===== src/upper_bank_pkg.sv =====
/*
   Constants, field layouts and carrier types for the upper special
   function register bank (locations 80h to 9Fh plus the mirrored core
   registers). Assumes a single clock domain and an 8-bit core bus.
*/
package upper_bank_pkg;

   // ----------------------------------------------------------------
   // register addresses
   // ----------------------------------------------------------------
   localparam logic [7:0] ADDR_INDIRECT_PORT   = 8'h80;
   localparam logic [7:0] ADDR_OPTION_CONFIG   = 8'h81;
   localparam logic [7:0] ADDR_PC_LOW_BYTE     = 8'h82;
   localparam logic [7:0] ADDR_CORE_FLAGS      = 8'h83;
   localparam logic [7:0] ADDR_INDIRECT_PTR    = 8'h84;
   localparam logic [7:0] ADDR_PORT_A_DIR      = 8'h85;
   localparam logic [7:0] ADDR_PORT_B_DIR      = 8'h86;
   localparam logic [7:0] ADDR_PORT_C_DIR      = 8'h87;
   localparam logic [7:0] ADDR_PC_HIGH_HOLD    = 8'h8A;
   localparam logic [7:0] ADDR_IRQ_CTRL_MAIN   = 8'h8B;
   localparam logic [7:0] ADDR_PERIPH_IRQ_EN   = 8'h8C;
   localparam logic [7:0] ADDR_RESET_CAUSE     = 8'h8E;
   localparam logic [7:0] ADDR_TIMER2_PERIOD   = 8'h92;
   localparam logic [7:0] ADDR_SERIAL_ADDRESS  = 8'h93;
   localparam logic [7:0] ADDR_SERIAL_STATE    = 8'h94;
   localparam logic [7:0] ADDR_CONVERTER_PINS  = 8'h9F;
   localparam logic [7:0] BANK_SELECT_BIT      = 8'h80;

   // ----------------------------------------------------------------
   // implemented bit masks
   // ----------------------------------------------------------------
   localparam logic [7:0] MASK_PORT_A_DIR      = 8'h3F;
   localparam logic [7:0] MASK_PERIPH_IRQ_EN   = 8'h4F;
   localparam logic [7:0] MASK_RESET_CAUSE     = 8'h03;
   localparam logic [7:0] MASK_SERIAL_STATE    = 8'h3F;
   localparam logic [7:0] MASK_CONVERTER_PINS  = 8'h07;

   // ----------------------------------------------------------------
   // field positions
   // ----------------------------------------------------------------
   localparam int FLAG_WDT_EXPIRY   = 4;
   localparam int FLAG_SLEEP_ENTRY  = 3;
   localparam int CAUSE_POWER_UP    = 1;
   localparam int CAUSE_SUPPLY_DIP  = 0;
   localparam int PC_WIDTH          = 13;
   localparam int PC_HIGH_WIDTH     = 5;

   // ----------------------------------------------------------------
   // reset values
   // ----------------------------------------------------------------
   localparam logic [7:0] RST_ALL_ONES         = 8'hFF;
   localparam logic [7:0] RST_ZERO             = 8'h00;
   localparam logic [7:0] RST_PORT_A_DIR       = 8'h3F;
   localparam logic [7:0] RST_FLAGS_POWER_UP   = 8'h18;
   localparam logic [7:0] KEEP_FLAGS_OTHER     = 8'h1F;
   localparam logic [7:0] KEEP_IRQ_CTRL_OTHER  = 8'h01;

   // ----------------------------------------------------------------
   // carriers
   // ----------------------------------------------------------------
   typedef struct packed {
      logic [7:0] addr;
      logic [7:0] wdata;
      logic       wr;
      logic       rd;
   } bus_req_t;

   typedef struct packed {
      logic       wr;
      logic [7:0] addr;
      logic [7:0] wdata;
   } mem_write_t;

   typedef struct packed {
      logic [7:0] option_config;
      logic [7:0] core_flags;
      logic [7:0] port_a_direction;
      logic [7:0] port_b_direction;
      logic [7:0] port_c_direction;
      logic [7:0] interrupt_control_main;
      logic [7:0] peripheral_irq_enable;
      logic [7:0] reset_cause;
      logic [7:0] timer2_period;
      logic [7:0] serial_slave_address;
      logic [7:0] converter_pin_config;
   } config_out_t;

   typedef struct packed {
      logic       flags_we;
      logic [2:0] flags;
      logic       clear_watchdog;
      logic       sleep_enter;
      logic       pc_advance;
      logic       pc_transfer;
   } core_events_t;

endpackage


===== src/pin_sync.sv =====
/*
   Two-flop synchroniser for one level from outside the clock domain.
   Assumes the input is slow compared with ref_clk.
*/
`timescale 1ns/1ps
module pin_sync
   import upper_bank_pkg::*;
#(
   parameter logic RESET_LEVEL = 1'b0
) (
   input  wire logic ref_clk,
   input  wire logic nrst,
   input  wire logic pin_in,
   output logic      pin_sync_out
);

   typedef struct packed {
      logic first;
      logic second;
   } sync_state_t;

   sync_state_t state;
   sync_state_t next_state;

   always_comb begin
      next_state.first  = pin_in;
      next_state.second = state.first;
   end

   always_ff @(posedge ref_clk or negedge nrst) begin
      if (!nrst) begin
         state <= '{first: RESET_LEVEL, second: RESET_LEVEL};
      end else begin
         state <= next_state;
      end
   end

   assign pin_sync_out = state.second;

endmodule // pin_sync


===== src/upper_bank_sfr_map.sv =====
/*
   Upper special function register bank: decode, storage and reset
   behaviour, mirrored core registers, program counter and indirect
   access. Assumes the core drives the register port on ref_clk and
   that data memory answers a read combinationally in the same cycle.
*/
`timescale 1ns/1ps
module upper_bank_sfr_map
   import upper_bank_pkg::*;
(
   input  wire logic           ref_clk,
   input  wire logic           nrst,
   input  wire bus_req_t       bus_req,
   output logic [7:0]          bus_rdata,
   input  wire core_events_t   core_events,
   input  wire logic [5:0]     serial_state_in,
   input  wire logic           watchdog_reset,
   input  wire logic           external_reset_pin_n,
   input  wire logic           supply_dip_reset,
   output logic [7:0]          mem_rd_addr,
   input  wire logic [7:0]     mem_rdata,
   output mem_write_t          mem_write,
   output logic [PC_WIDTH-1:0] pc,
   output config_out_t         config_out
);

   typedef struct packed {
      logic [7:0]          rdata;
      logic [7:0]          indirect_pointer;
      logic [PC_WIDTH-1:0] pc;
      logic [7:0]          pc_high_holding;
      logic [7:0]          serial_port_state;
      mem_write_t          mem_write;
      config_out_t         cfg;
      logic                ext_reset_seen;
   } bank_state_t;

   bank_state_t state;
   bank_state_t next_state;
   logic        ext_reset_n_sync;
   logic        supply_dip_sync;

   // ----------------------------------------------------------------
   // pin synchronisers
   // ----------------------------------------------------------------
   pin_sync #(
      .RESET_LEVEL (1'b1)
   ) u_ext_reset_sync (
      .ref_clk      (ref_clk),
      .nrst         (nrst),
      .pin_in       (external_reset_pin_n),
      .pin_sync_out (ext_reset_n_sync)
   );

   pin_sync #(
      .RESET_LEVEL (1'b0)
   ) u_supply_dip_sync (
      .ref_clk      (ref_clk),
      .nrst         (nrst),
      .pin_in       (supply_dip_reset),
      .pin_sync_out (supply_dip_sync)
   );

   // ----------------------------------------------------------------
   // helpers
   // ----------------------------------------------------------------
   // mirrored core registers ignore the bank bit
   function automatic logic hit_mirror(input logic [7:0] a, input logic [7:0] reg_addr);
      hit_mirror = ((a | BANK_SELECT_BIT) == reg_addr);
   endfunction

   function automatic logic [7:0] read_mux(input bank_state_t s, input logic [7:0] a,
                                           input logic [7:0] mem_data);
      read_mux = RST_ZERO;
      if (hit_mirror(a, ADDR_INDIRECT_PORT)) begin
         read_mux = mem_data;
      end else if (hit_mirror(a, ADDR_PC_LOW_BYTE)) begin
         read_mux = s.pc[7:0];
      end else if (hit_mirror(a, ADDR_CORE_FLAGS)) begin
         read_mux = s.cfg.core_flags;
      end else if (hit_mirror(a, ADDR_INDIRECT_PTR)) begin
         read_mux = s.indirect_pointer;
      end else if (hit_mirror(a, ADDR_PC_HIGH_HOLD)) begin
         read_mux = s.pc_high_holding;
      end else if (hit_mirror(a, ADDR_IRQ_CTRL_MAIN)) begin
         read_mux = s.cfg.interrupt_control_main;
      end else begin
         unique case (a)
            ADDR_OPTION_CONFIG:  read_mux = s.cfg.option_config;
            ADDR_PORT_A_DIR:     read_mux = s.cfg.port_a_direction;
            ADDR_PORT_B_DIR:     read_mux = s.cfg.port_b_direction;
            ADDR_PORT_C_DIR:     read_mux = s.cfg.port_c_direction;
            ADDR_PERIPH_IRQ_EN:  read_mux = s.cfg.peripheral_irq_enable;
            ADDR_RESET_CAUSE:    read_mux = s.cfg.reset_cause;
            ADDR_TIMER2_PERIOD:  read_mux = s.cfg.timer2_period;
            ADDR_SERIAL_ADDRESS: read_mux = s.cfg.serial_slave_address;
            ADDR_SERIAL_STATE:   read_mux = s.serial_port_state;
            ADDR_CONVERTER_PINS: read_mux = s.cfg.converter_pin_config;
            default:             read_mux = RST_ZERO;
         endcase
      end
   endfunction

   // values common to power-up and other resets
   function automatic bank_state_t common_reset(input bank_state_t s);
      bank_state_t r;
      r                              = s;
      r.rdata                        = RST_ZERO;
      r.pc                           = '0;
      r.pc_high_holding              = RST_ZERO;
      r.serial_port_state            = RST_ZERO;
      r.mem_write                    = '0;
      r.cfg.option_config            = RST_ALL_ONES;
      r.cfg.port_a_direction         = RST_PORT_A_DIR;
      r.cfg.port_b_direction         = RST_ALL_ONES;
      r.cfg.port_c_direction         = RST_ALL_ONES;
      r.cfg.timer2_period            = RST_ALL_ONES;
      r.cfg.serial_slave_address     = RST_ZERO;
      r.cfg.peripheral_irq_enable    = RST_ZERO;
      r.cfg.converter_pin_config     = RST_ZERO;
      r.cfg.interrupt_control_main   = s.cfg.interrupt_control_main & KEEP_IRQ_CTRL_OTHER;
      r.cfg.core_flags               = s.cfg.core_flags & KEEP_FLAGS_OTHER;
      common_reset                   = r;
   endfunction

   // ----------------------------------------------------------------
   // next state
   // ----------------------------------------------------------------
   always_comb begin
      logic [7:0] a;
      logic [7:0] d;
      logic       ext_edge;
      a          = bus_req.addr;
      d          = bus_req.wdata;
      ext_edge   = !ext_reset_n_sync && !state.ext_reset_seen;
      next_state = state;

      next_state.ext_reset_seen    = !ext_reset_n_sync;
      next_state.mem_write.wr      = 1'b0;
      next_state.serial_port_state = {2'b00, serial_state_in} & MASK_SERIAL_STATE;
      next_state.rdata             = RST_ZERO;
      if (bus_req.rd) begin
         next_state.rdata = read_mux(state, a, mem_rdata);
      end

      // program counter sequencing
      if (core_events.pc_advance) begin
         next_state.pc = state.pc + PC_WIDTH'(1);
      end
      if (core_events.pc_transfer) begin
         next_state.pc[PC_WIDTH-1:8] = state.pc_high_holding[PC_HIGH_WIDTH-1:0];
      end

      // register writes
      if (bus_req.wr) begin
         if (hit_mirror(a, ADDR_INDIRECT_PORT)) begin
            next_state.mem_write.wr    = 1'b1;
            next_state.mem_write.addr  = state.indirect_pointer;
            next_state.mem_write.wdata = d;
         end else if (hit_mirror(a, ADDR_PC_LOW_BYTE)) begin
            next_state.pc = {state.pc_high_holding[PC_HIGH_WIDTH-1:0], d};
         end else if (hit_mirror(a, ADDR_CORE_FLAGS)) begin
            // expiry and sleep flags stay as they are
            next_state.cfg.core_flags[7:5] = d[7:5];
            next_state.cfg.core_flags[2:0] = d[2:0];
         end else if (hit_mirror(a, ADDR_INDIRECT_PTR)) begin
            next_state.indirect_pointer = d;
         end else if (hit_mirror(a, ADDR_PC_HIGH_HOLD)) begin
            next_state.pc_high_holding = {3'b000, d[PC_HIGH_WIDTH-1:0]};
         end else if (hit_mirror(a, ADDR_IRQ_CTRL_MAIN)) begin
            next_state.cfg.interrupt_control_main = d;
         end else begin
            unique case (a)
               ADDR_OPTION_CONFIG:  next_state.cfg.option_config = d;
               ADDR_PORT_A_DIR:     next_state.cfg.port_a_direction = d & MASK_PORT_A_DIR;
               ADDR_PORT_B_DIR:     next_state.cfg.port_b_direction = d;
               ADDR_PORT_C_DIR:     next_state.cfg.port_c_direction = d;
               ADDR_PERIPH_IRQ_EN:
                  next_state.cfg.peripheral_irq_enable = d & MASK_PERIPH_IRQ_EN;
               ADDR_RESET_CAUSE:    next_state.cfg.reset_cause = d & MASK_RESET_CAUSE;
               ADDR_TIMER2_PERIOD:  next_state.cfg.timer2_period = d;
               ADDR_SERIAL_ADDRESS: next_state.cfg.serial_slave_address = d;
               ADDR_CONVERTER_PINS:
                  next_state.cfg.converter_pin_config = d & MASK_CONVERTER_PINS;
               default:             next_state.cfg = state.cfg;
            endcase
         end
      end

      // arithmetic result overrides a same-cycle status write
      if (core_events.flags_we) begin
         next_state.cfg.core_flags[2:0] = core_events.flags;
      end

      // expiry and sleep flags follow the core and the resets below, never a bus write
      if (core_events.clear_watchdog) begin
         next_state.cfg.core_flags[FLAG_WDT_EXPIRY]  = 1'b1;
         next_state.cfg.core_flags[FLAG_SLEEP_ENTRY] = 1'b1;
      end else if (core_events.sleep_enter) begin
         next_state.cfg.core_flags[FLAG_WDT_EXPIRY]  = 1'b1;
         next_state.cfg.core_flags[FLAG_SLEEP_ENTRY] = 1'b0;
      end

      // synchronous resets, supply dip first
      if (supply_dip_sync) begin
         next_state = common_reset(state);
         next_state.ext_reset_seen                          = !ext_reset_n_sync;
         next_state.cfg.core_flags                          = RST_FLAGS_POWER_UP;
         next_state.cfg.interrupt_control_main              = RST_ZERO;
         next_state.cfg.reset_cause[CAUSE_SUPPLY_DIP]       = 1'b0;
      end else if (watchdog_reset) begin
         next_state = common_reset(state);
         next_state.ext_reset_seen                          = !ext_reset_n_sync;
         next_state.cfg.core_flags[FLAG_WDT_EXPIRY]         = 1'b0;
         next_state.cfg.core_flags[FLAG_SLEEP_ENTRY]        = 1'b1;
      end else if (ext_edge || !ext_reset_n_sync) begin
         next_state = common_reset(state);
         next_state.ext_reset_seen                          = !ext_reset_n_sync;
      end
   end

   // ----------------------------------------------------------------
   // state register, power-up values
   // ----------------------------------------------------------------
   always_ff @(posedge ref_clk or negedge nrst) begin
      if (!nrst) begin
         state                            <= '0;
         state.cfg.option_config          <= RST_ALL_ONES;
         state.cfg.port_a_direction       <= RST_PORT_A_DIR;
         state.cfg.port_b_direction       <= RST_ALL_ONES;
         state.cfg.port_c_direction       <= RST_ALL_ONES;
         state.cfg.timer2_period          <= RST_ALL_ONES;
         state.cfg.core_flags             <= RST_FLAGS_POWER_UP;
         state.cfg.reset_cause            <= RST_ZERO;
      end else begin
         state <= next_state;
      end
   end

   // ----------------------------------------------------------------
   // outputs, all from flops
   // ----------------------------------------------------------------
   assign bus_rdata   = state.rdata;
   assign mem_rd_addr = state.indirect_pointer;
   assign mem_write   = state.mem_write;
   assign pc          = state.pc;
   assign config_out  = state.cfg;

endmodule // upper_bank_sfr_map


===== config.mk =====
export PLATFORM = sky130hd
export DESIGN_NAME = upper_bank_sfr_map
export DESIGN_NICKNAME = d
export VERILOG_FILES = /design/src/upper_bank_pkg.sv /design/src/pin_sync.sv /design/src/upper_bank_sfr_map.sv
export SDC_FILE = /design/constraint.sdc
export NUM_CORES = 1
export LEC_CHECK = 0
export ABC_AREA = 1
export BUFFER_PORTS_ARGS = -buffer_cell sky130_fd_sc_hd__buf_2
export CAP_MARGIN = 0
export CORE_MARGIN = 3
export CORE_UTILIZATION = 51
export CTS_BUF_LIST = sky130_fd_sc_hd__clkbuf_8
export DETAILED_ROUTE_END_ITERATION = 10
export PLACE_DENSITY_LB_ADDON = 0.08
export RECOVER_POWER = 50
export SYNTH_ARGS = -nofsm -noshare
export SYNTH_HDL_FRONTEND = slang
export SYNTH_SLANG_ARGS = --single-unit

===== constraint.sdc =====
create_clock -name ref_clk -period 1.7 [get_ports ref_clk]
set_input_delay 0.085 -clock ref_clk [delete_from_list [all_inputs] [get_ports ref_clk]]
set_output_delay 0.085 -clock ref_clk [all_outputs]
set_load 0.1 [all_outputs]

==> results.sh, run 1 <==
export IMPL_run_status="complete, no violations"
export IMPL_yosys_area_share_adder_pct=0.157
export IMPL_first_global_vias=6607
export IMPL_die_height_microns=131
export IMPL_critPathBufInv=3
export IMPL_grt_max_degree=38
export IMPL_synth_top_family_by_area="simple AND/OR/NAND/NOR gates"
export IMPL_finalCritPeriodShare_pct=99.7
export IMPL_clk_pin_slew_ns=0.08
export IMPL_drt_wl_total_mm=23.9
export IMPL_synthDominantAreaCellType="sky130_fd_sc_hd__dfrtp_1"
export IMPL_crit_chain="inv_2 -> nor2_4 -> nand2_8 -> inv_2 -> buf_6 -> nand4_1 -> o22ai_1"
export IMPL_final_cell_area_sq_mm=0.00975
export IMPL_worstMarginPinSlew_ns=0.954
export IMPL_preCtsSetupSlack_ns=-0.146
export IMPL_dr_total_vias=7214
export IMPL_synth_sequential_area_ratio_pct=42.5
export IMPL_synth_yosys_warnings=0
export IMPL_clock_fmax_mhz=590
export IMPL_whs_endpoint="pc[1]"
export IMPL_synthMostInstantiatedCell="sky130_fd_sc_hd__nand2_1"
export IMPL_finish_utilization_pct=63.9
export IMPL_timing_critical_path_mode_cell="sky130_fd_sc_hd__inv_2"
export IMPL_leakagePower_nw=5.02
export IMPL_ff2ff_path_depth=7
export IMPL_synthDistinctLibCells=49
export IMPL_timing_hold_worst_class="input port to flip-flop"
export IMPL_ys_seq_elements=133
export IMPL_end_kind="flip-flop"
export IMPL_layout_setup_ws_ns=0.00567
export IMPL_drc=0
export IMPL_tns_ns=0
export IMPL_floorplan_die_width_microns=131
export IMPL_setup_viol_count_final=0
export IMPL_place_detailed_hpwl_mm=18.3
export IMPL_detailed_place_area_sq_mm=0.00880
export IMPL_clk_network_pwr_share_pct=40.2
export IMPL_clk_root_buffer_cell="sky130_fd_sc_hd__clkbuf_8"
export IMPL_synth_edf_count=0
export IMPL_first_pass_grt_wire_length_mm=36.0
export IMPL_p_sw_share_pct=32.7
export IMPL_reg2reg_slack_ns=0.006
export IMPL_vdd_ir_drop_max_mv=0.556
export IMPL_total_inserted_antenna_cells=0
export IMPL_power_net_switching_mw=2.82
export IMPL_timing_critical_path_from_type="flip-flop"
export IMPL_timing_setup_critical_path_class="flip-flop to flip-flop"
export IMPL_cell_count_of_the_worst_hold_path=3
export IMPL_wl_per_cell_microns=17.2
export IMPL_detailed_route_vias_per_instance=5.19
export IMPL_max_cap_violations=0
export IMPL_groute_usage_overall_pct=27.9
export IMPL_grt_setup_unrepaired="yes"
export IMPL_cts_buffer_depth=2
export IMPL_synthSimpleGateAreaFrac_pct=23.1
export IMPL_cts_inserted_buffers=17
export IMPL_synth_async_sr_flop_share_pct=100
export IMPL_row_count=45
export IMPL_tritoncts_num_sinks=133
export IMPL_synthMuxAreaShare_pct=0.786
export IMPL_drive_above_1_share_pct=35.1
export IMPL_clock_latency_reported_for_the_late_side_of_the_worst_skew_pair_ns=0.47
export IMPL_drt_pass1_iter_count=8
export IMPL_design_die_area_sq_mm=0.0171
export IMPL_worstPathArrival_ns=2.08
export IMPL_finalClockSkew_ns=0.0101
export IMPL_synth_compound_area_share_pct=12.8
export IMPL_synth_top_cells_by_count="sky130_fd_sc_hd__nand2_1 (200), sky130_fd_sc_hd__buf_4 (139), sky130_fd_sc_hd__inv_1 (100)"
export IMPL_power_density_cell_area_mw_per_mm2=887
export IMPL_critical_path_top_delay_family="flip-flops"
export IMPL_power_combinational_fraction_pct=20.3
export IMPL_cts_htree_levels=4
export IMPL_period_needed_ns=1.69
export IMPL_dominant_cells_by_area_after_synthesis="sky130_fd_sc_hd__dfrtp_1 (29%), sky130_fd_sc_hd__dfstp_2 (14%), sky130_fd_sc_hd__buf_4 (13%), sky130_fd_sc_hd__nand2_1 (9.4%), sky130_fd_sc_hd__nand3_1 (5.5%)"
export IMPL_synthDominantCellAreaShare_pct=28.6
export IMPL_syn_to_final_growth_pct=22.5
export IMPL_seq_power_share_pct=39.6
export IMPL_detail_route_iter0_violations=547
export IMPL_hp_start="core_events[1]"
export IMPL_postRouteAntennaNets=0
export IMPL_timing_final_max_slew_violations=0
export IMPL_maxSlewHeadroom_pct=36.4
export IMPL_report_power_total_mw=8.65
export IMPL_start_util_pct=52.1
export IMPL_crit_required_ns=2.09
export IMPL_floorplan_core_area_sq_mm=0.0153
export IMPL_grt_antenna_before_repair=0
export IMPL_synthCells=996
export IMPL_cts_tree="done"
export IMPL_worst_path_max_fanout=15
export IMPL_crit_path_max_incr_delay_ns=0.54
export IMPL_gp_congestion=0.939
export IMPL_grt_remaining_overflow=0
export IMPL_critical_path_slowest_cell="sky130_fd_sc_hd__dfstp_2"
export IMPL_hold_viol_final=0
export IMPL_p_int_mw=5.82
export IMPL_num_nets_final=1211
export IMPL_postSynthAreaPerCell_sq_um=7.99
export IMPL_top_level_ports=179
export IMPL_regToRegEndpoint="state[118]"
export IMPL_synth_xor_area_share_pct=0.881
export IMPL_post_synth_instance_area_sq_mm=0.00796
export IMPL_crit_reg2reg_launch="u_ext_reset_sync.pin_sync_out"
export IMPL_synth_top_flop_cell="sky130_fd_sc_hd__dfrtp_1"
export IMPL_number_of_input_and_output_port_buffers_inserted=162
layer usage:
layer | global-route usage, % | share of wire [%]
met4 | 9.26 | 2.6
met1 | 36.4 | 43
met5 | 0 | 0
met2 | 47.5 | 50
met3 | 4.63 | 5.2
worst reg2reg max path: stages (launching register included):
cell and delay (ns):
sky130_fd_sc_hd__dfstp_2 0.54, sky130_fd_sc_hd__inv_2 0.04, sky130_fd_sc_hd__nor2_4 0.14, sky130_fd_sc_hd__nand2_8 0.11, sky130_fd_sc_hd__inv_2 0.14, sky130_fd_sc_hd__buf_6 0.18
sky130_fd_sc_hd__nand4_1 0.24, sky130_fd_sc_hd__o22ai_1 0.22
cells by family (layout without fill, tap and decap cells):
logic type | count (synthesis) | in the layout
AND/OR/NAND/NOR | 407 | 407
buffers and inverters | 268 | 434
AO/OA/AOI/OAI | 173 | 174
flip-flops | 133 | 133
XOR/XNOR | 8 | 8
multiplexers | 5 | 5
adder cells (fa/ha/maj) | 1 | 1
other | 1 | 16
power by group through the flow:
stage	logic, mW	clock network [mW]	registers [mW]
2_1_floorplan	1.38	0	3.44
5_1_grt	1.85	3.64	3.43
6_report	1.75	3.47	3.42
4_1_cts	1.73	3.49	3.42
3_3_place_gp	1.67	0	3.48
3_5_place_dp	1.67	0	3.48
per-stage QoR:
stage | std cells | hold slack, ns
after floorplan | 1011 | -0.211
after global placement | 1324 | 0.0170
after detailed placement | 1324 | 0.0199
after CTS | 1386 | 0.00153
after global routing | 1389 | 0.0285
final | 1389 | 0.0131
flip-flops by register name, indices dropped and copies added (netlist names):
register and flops:
mem_write 17, u_ext_reset_sync.pin_sync_out 1, u_supply_dip_sync.next_state 1, u_supply_dip_sync.pin_sync_out 1, config_out 72, mem_rd_addr 8
u_ext_reset_sync.next_state 1, state 11, pc 13, bus_rdata 8
final cells by class:
class                   count  area, sq um
fillers                  1404         5510
flip-flops and latches    133         3380
clock buffers              19          262
clock inverters            13          250
multi-input cells         611         3210
repair buffers            291         1960
well taps                 211          264
inverters                 111          419
how the worst max path moves through the flow:
stage,start,depth (start not counted),to,slack (ns)
final,u_ext_reset_sync.pin_sync_out,7,state[118],0.006
after global routing,u_ext_reset_sync.pin_sync_out,9,config_out[42],-0.06
after CTS,u_ext_reset_sync.pin_sync_out,9,config_out[66],0.009
after detailed placement,u_ext_reset_sync.pin_sync_out,8,config_out[50],-0.15
after global placement,u_ext_reset_sync.pin_sync_out,8,config_out[49],-0.14
after floorplan,u_ext_reset_sync.pin_sync_out,6,config_out[77],0.04
repair_timing:
item | CTS | global route
endpoints found under the setup margin | 78 | 87
buffers inserted | 2 | 2
cloned | 0 | 1
hold endpoints to repair | 132 | 0
pin swaps | 5 | 6
hold buffers | 28 | 0
resized for setup | 6 | 41
cell usage in the layout (no fill, tap or decap), types with 33 or more instances in the layout:
cell type and instances:
sky130_fd_sc_hd__nand2_1 196, sky130_fd_sc_hd__buf_2 161, sky130_fd_sc_hd__nor2_1 58, sky130_fd_sc_hd__nand3_1 87
sky130_fd_sc_hd__buf_4 84, sky130_fd_sc_hd__inv_1 97, sky130_fd_sc_hd__a21oi_1 33, sky130_fd_sc_hd__o21ai_0 73
sky130_fd_sc_hd__dfstp_2 42, sky130_fd_sc_hd__dfrtp_1 91
Note: power is estimated with default switching activity, not from simulation.
==> run 2: changes to the inputs <==
--- a/config.mk
+++ b/config.mk
@@ -14,2 +14,3 @@
 export DETAILED_ROUTE_END_ITERATION = 10
+export MAX_ROUTING_LAYER = met4
 export PLACE_DENSITY_LB_ADDON = 0.08
==> constraint.sdc (replaced) <==
create_clock -name ref_clk -period 1.7 [get_ports ref_clk]
set_input_delay 0.255 -clock ref_clk [delete_from_list [all_inputs] [get_ports ref_clk]]
set_output_delay 0.255 -clock ref_clk [all_outputs]
set_load 0.1 [all_outputs]
==> results.sh, run 2 (same netlist as run 1, synthesis figures left out) <==
export IMPL_clk_root_buffer_cell="sky130_fd_sc_hd__clkbuf_8"
export IMPL_grt_antenna_before_repair=0
export IMPL_maxSlewHeadroom_pct=15.8
export IMPL_final_cells=1392
export IMPL_timing_final_max_slew_violations=0
export IMPL_first_pass_grt_wire_length_mm=37.3
export IMPL_number_of_input_and_output_port_buffers_inserted=162
export IMPL_critical_path_top_delay_family="flip-flops"
export IMPL_place_detailed_hpwl_mm=19.1
export IMPL_cts_inserted_buffers=17
export IMPL_finalClockSkew_ns=0.00887
export IMPL_finalCritPeriodShare_pct=101
export IMPL_layout_setup_ws_ns=-0.0245
export IMPL_crit_required_ns=2.10
export IMPL_finish_utilization_pct=64.0
export IMPL_report_power_total_mw=8.09
export IMPL_num_nets_final=1214
export IMPL_timing_setup_critical_path_class="flip-flop to flip-flop"
export IMPL_worst_path_max_fanout=13
export IMPL_layout_cells_most_common_list="sky130_fd_sc_hd__nand2_1 (192), sky130_fd_sc_hd__buf_4 (140), sky130_fd_sc_hd__buf_2 (116)"
export IMPL_drive_above_1_share_pct=38.1
export IMPL_floorplan_core_area_sq_mm=0.0153
export IMPL_power_density_cell_area_mw_per_mm2=829
export IMPL_timing_critical_path_from_type="flip-flop"
export IMPL_grt_remaining_overflow=0
export IMPL_setup_viol_count_final=5
export IMPL_floorplan_die_width_microns=131
export IMPL_total_inserted_antenna_cells=0
export IMPL_top_level_ports=179
export IMPL_syn_to_final_growth_pct=22.7
export IMPL_cts_htree_levels=4
export IMPL_postRouteAntennaNets=0
export IMPL_dr_total_vias=7266
export IMPL_cts_buffer_depth=2
export IMPL_largest_register_ff_count=72
export IMPL_drt_wl_total_mm=24.8
export IMPL_crit_chain="inv_2 -> nor2_4 -> nand2_4 -> a21oi_4 -> buf_6 -> nor2_4 -> inv_2 -> a21oi_4 -> buf_12 -> nand2_1 -> o21ai_2"
export IMPL_hold_viol_final=0
export IMPL_drc=0
export IMPL_critPathBufInv=4
export IMPL_grt_setup_unrepaired="yes"
export IMPL_start_util_pct=52.1
export IMPL_design_die_area_sq_mm=0.0171
export IMPL_die_height_microns=131
export IMPL_clock_latency_reported_for_the_late_side_of_the_worst_skew_pair_ns=0.47
export IMPL_row_count=45
export IMPL_preCtsSetupSlack_ns=-0.331
export IMPL_wl_per_cell_microns=17.8
export IMPL_cts_tree="done"
export IMPL_grt_max_degree=55
export IMPL_vdd_ir_drop_max_mv=0.598
export IMPL_failed_checks="setup timing"
export IMPL_groute_usage_overall_pct=29.8
export IMPL_detail_route_iter0_violations=588
export IMPL_leakagePower_nw=5.07
export IMPL_gp_congestion=0.961
export IMPL_layout_commonest_cell="sky130_fd_sc_hd__nand2_1"
export IMPL_detailed_route_vias_per_instance=5.22
export IMPL_timing_hold_worst_class="input port to flip-flop"
export IMPL_max_cap_violations=0
export IMPL_tritoncts_num_sinks=133
export IMPL_end_kind="flip-flop"
export IMPL_clk_pin_slew_ns=0.08
export IMPL_clock_fmax_mhz=580
export IMPL_critical_path_slowest_cell="sky130_fd_sc_hd__dfstp_2"
export IMPL_dp_cells=1342
export IMPL_period_needed_ns=1.72
export IMPL_run_status="finished, violations left"
export IMPL_worstPathArrival_ns=2.13
export IMPL_first_global_vias=6773
export IMPL_crit_path_max_incr_delay_ns=0.54
export IMPL_reg2reg_slack_ns=-0.02
export IMPL_finalHoldWorstSlack_ns=0.0215
export IMPL_worstMarginPinSlew_ns=1.26
export IMPL_drt_pass1_iter_count=5
-- run 2: changes by cell type in the layout (fill, tap and decap cells not counted), sizes merged --
cell         previous run  this run
bufinv                  7         3
clkbuf                 24        32
dlygate4sd3            28         9
nor2                   78        79
clkinvlp                0         1
buf                   258       271
clkinv                  5         8
-- run 2: per-layer routing --
metal  track usage [%]  share of wire [%]
met1              39.2                 43
met4              10.7                3.3
met5                 -                  0
met2              47.6                 48
met3              3.78                6.1
-- run 2: final timing paths --
path | startpoint | to | depth (start not counted)
worst min-delay path | core_events[2] | config_out[75] | 4
worst max register to register | u_ext_reset_sync.pin_sync_out | config_out[80] | 11
worst max-delay path | u_ext_reset_sync.pin_sync_out | config_out[80] | 11
min in group asynchronous | nrst | bus_rdata[4] | 2
worst min register to register | u_supply_dip_sync.next_state[0] | u_supply_dip_sync.pin_sync_out | 0
max in group asynchronous | nrst | mem_rd_addr[6] | 3
-- run 2: final cells by class --
type / count / area [sq um]
clock buffer: 19 / 262
clock inverter: 13 / 155
fill: 1409 / 5500
inverter: 111 / 422
multi-input combinational: 612 / 3250
sequential: 133 / 3380
tap: 211 / 264
timing repair buffer: 293 / 2020
-- run 2: worst register-to-register path: stages (launching register included) --
cell and delay [ns]:
sky130_fd_sc_hd__dfstp_2 0.54, sky130_fd_sc_hd__inv_2 0.04, sky130_fd_sc_hd__nor2_4 0.10, sky130_fd_sc_hd__nand2_4 0.13, sky130_fd_sc_hd__a21oi_4 0.22, sky130_fd_sc_hd__buf_6 0.14, sky130_fd_sc_hd__nor2_4 0.07, sky130_fd_sc_hd__inv_2 0.09
sky130_fd_sc_hd__a21oi_4 0.05, sky130_fd_sc_hd__buf_12 0.15, sky130_fd_sc_hd__nand2_1 0.08, sky130_fd_sc_hd__o21ai_2 0.06
-- run 2: timing repair --
item | in CTS | in global routing
pin swaps | 4 | 13
cloned | 1 | 1
endpoints found under the hold margin | 45 | 0
resized for setup | 45 | 57
setup buffers | 4 | 3
endpoints found under the setup margin | 112 | 76
hold buffers | 9 | 0
-- run 2: metrics by stage --
| stage | instance area [sq um] | setup TNS, ns |
|---|---|---|
| finish | 9760 | -0.0350 |
| global route | 9760 | -2.82 |
| CTS | 9600 | 0 |
| detailed placement | 8930 | -13.98 |
| global placement | 8930 | -11.92 |
| floorplan | 8020 | 0 |
-- run 2: where the power goes --
group	internal, mW	switching [mW]
combinational	0.405	1.40
sequential	3.33	0.104
clock	1.52	1.33
total	5.26	2.83
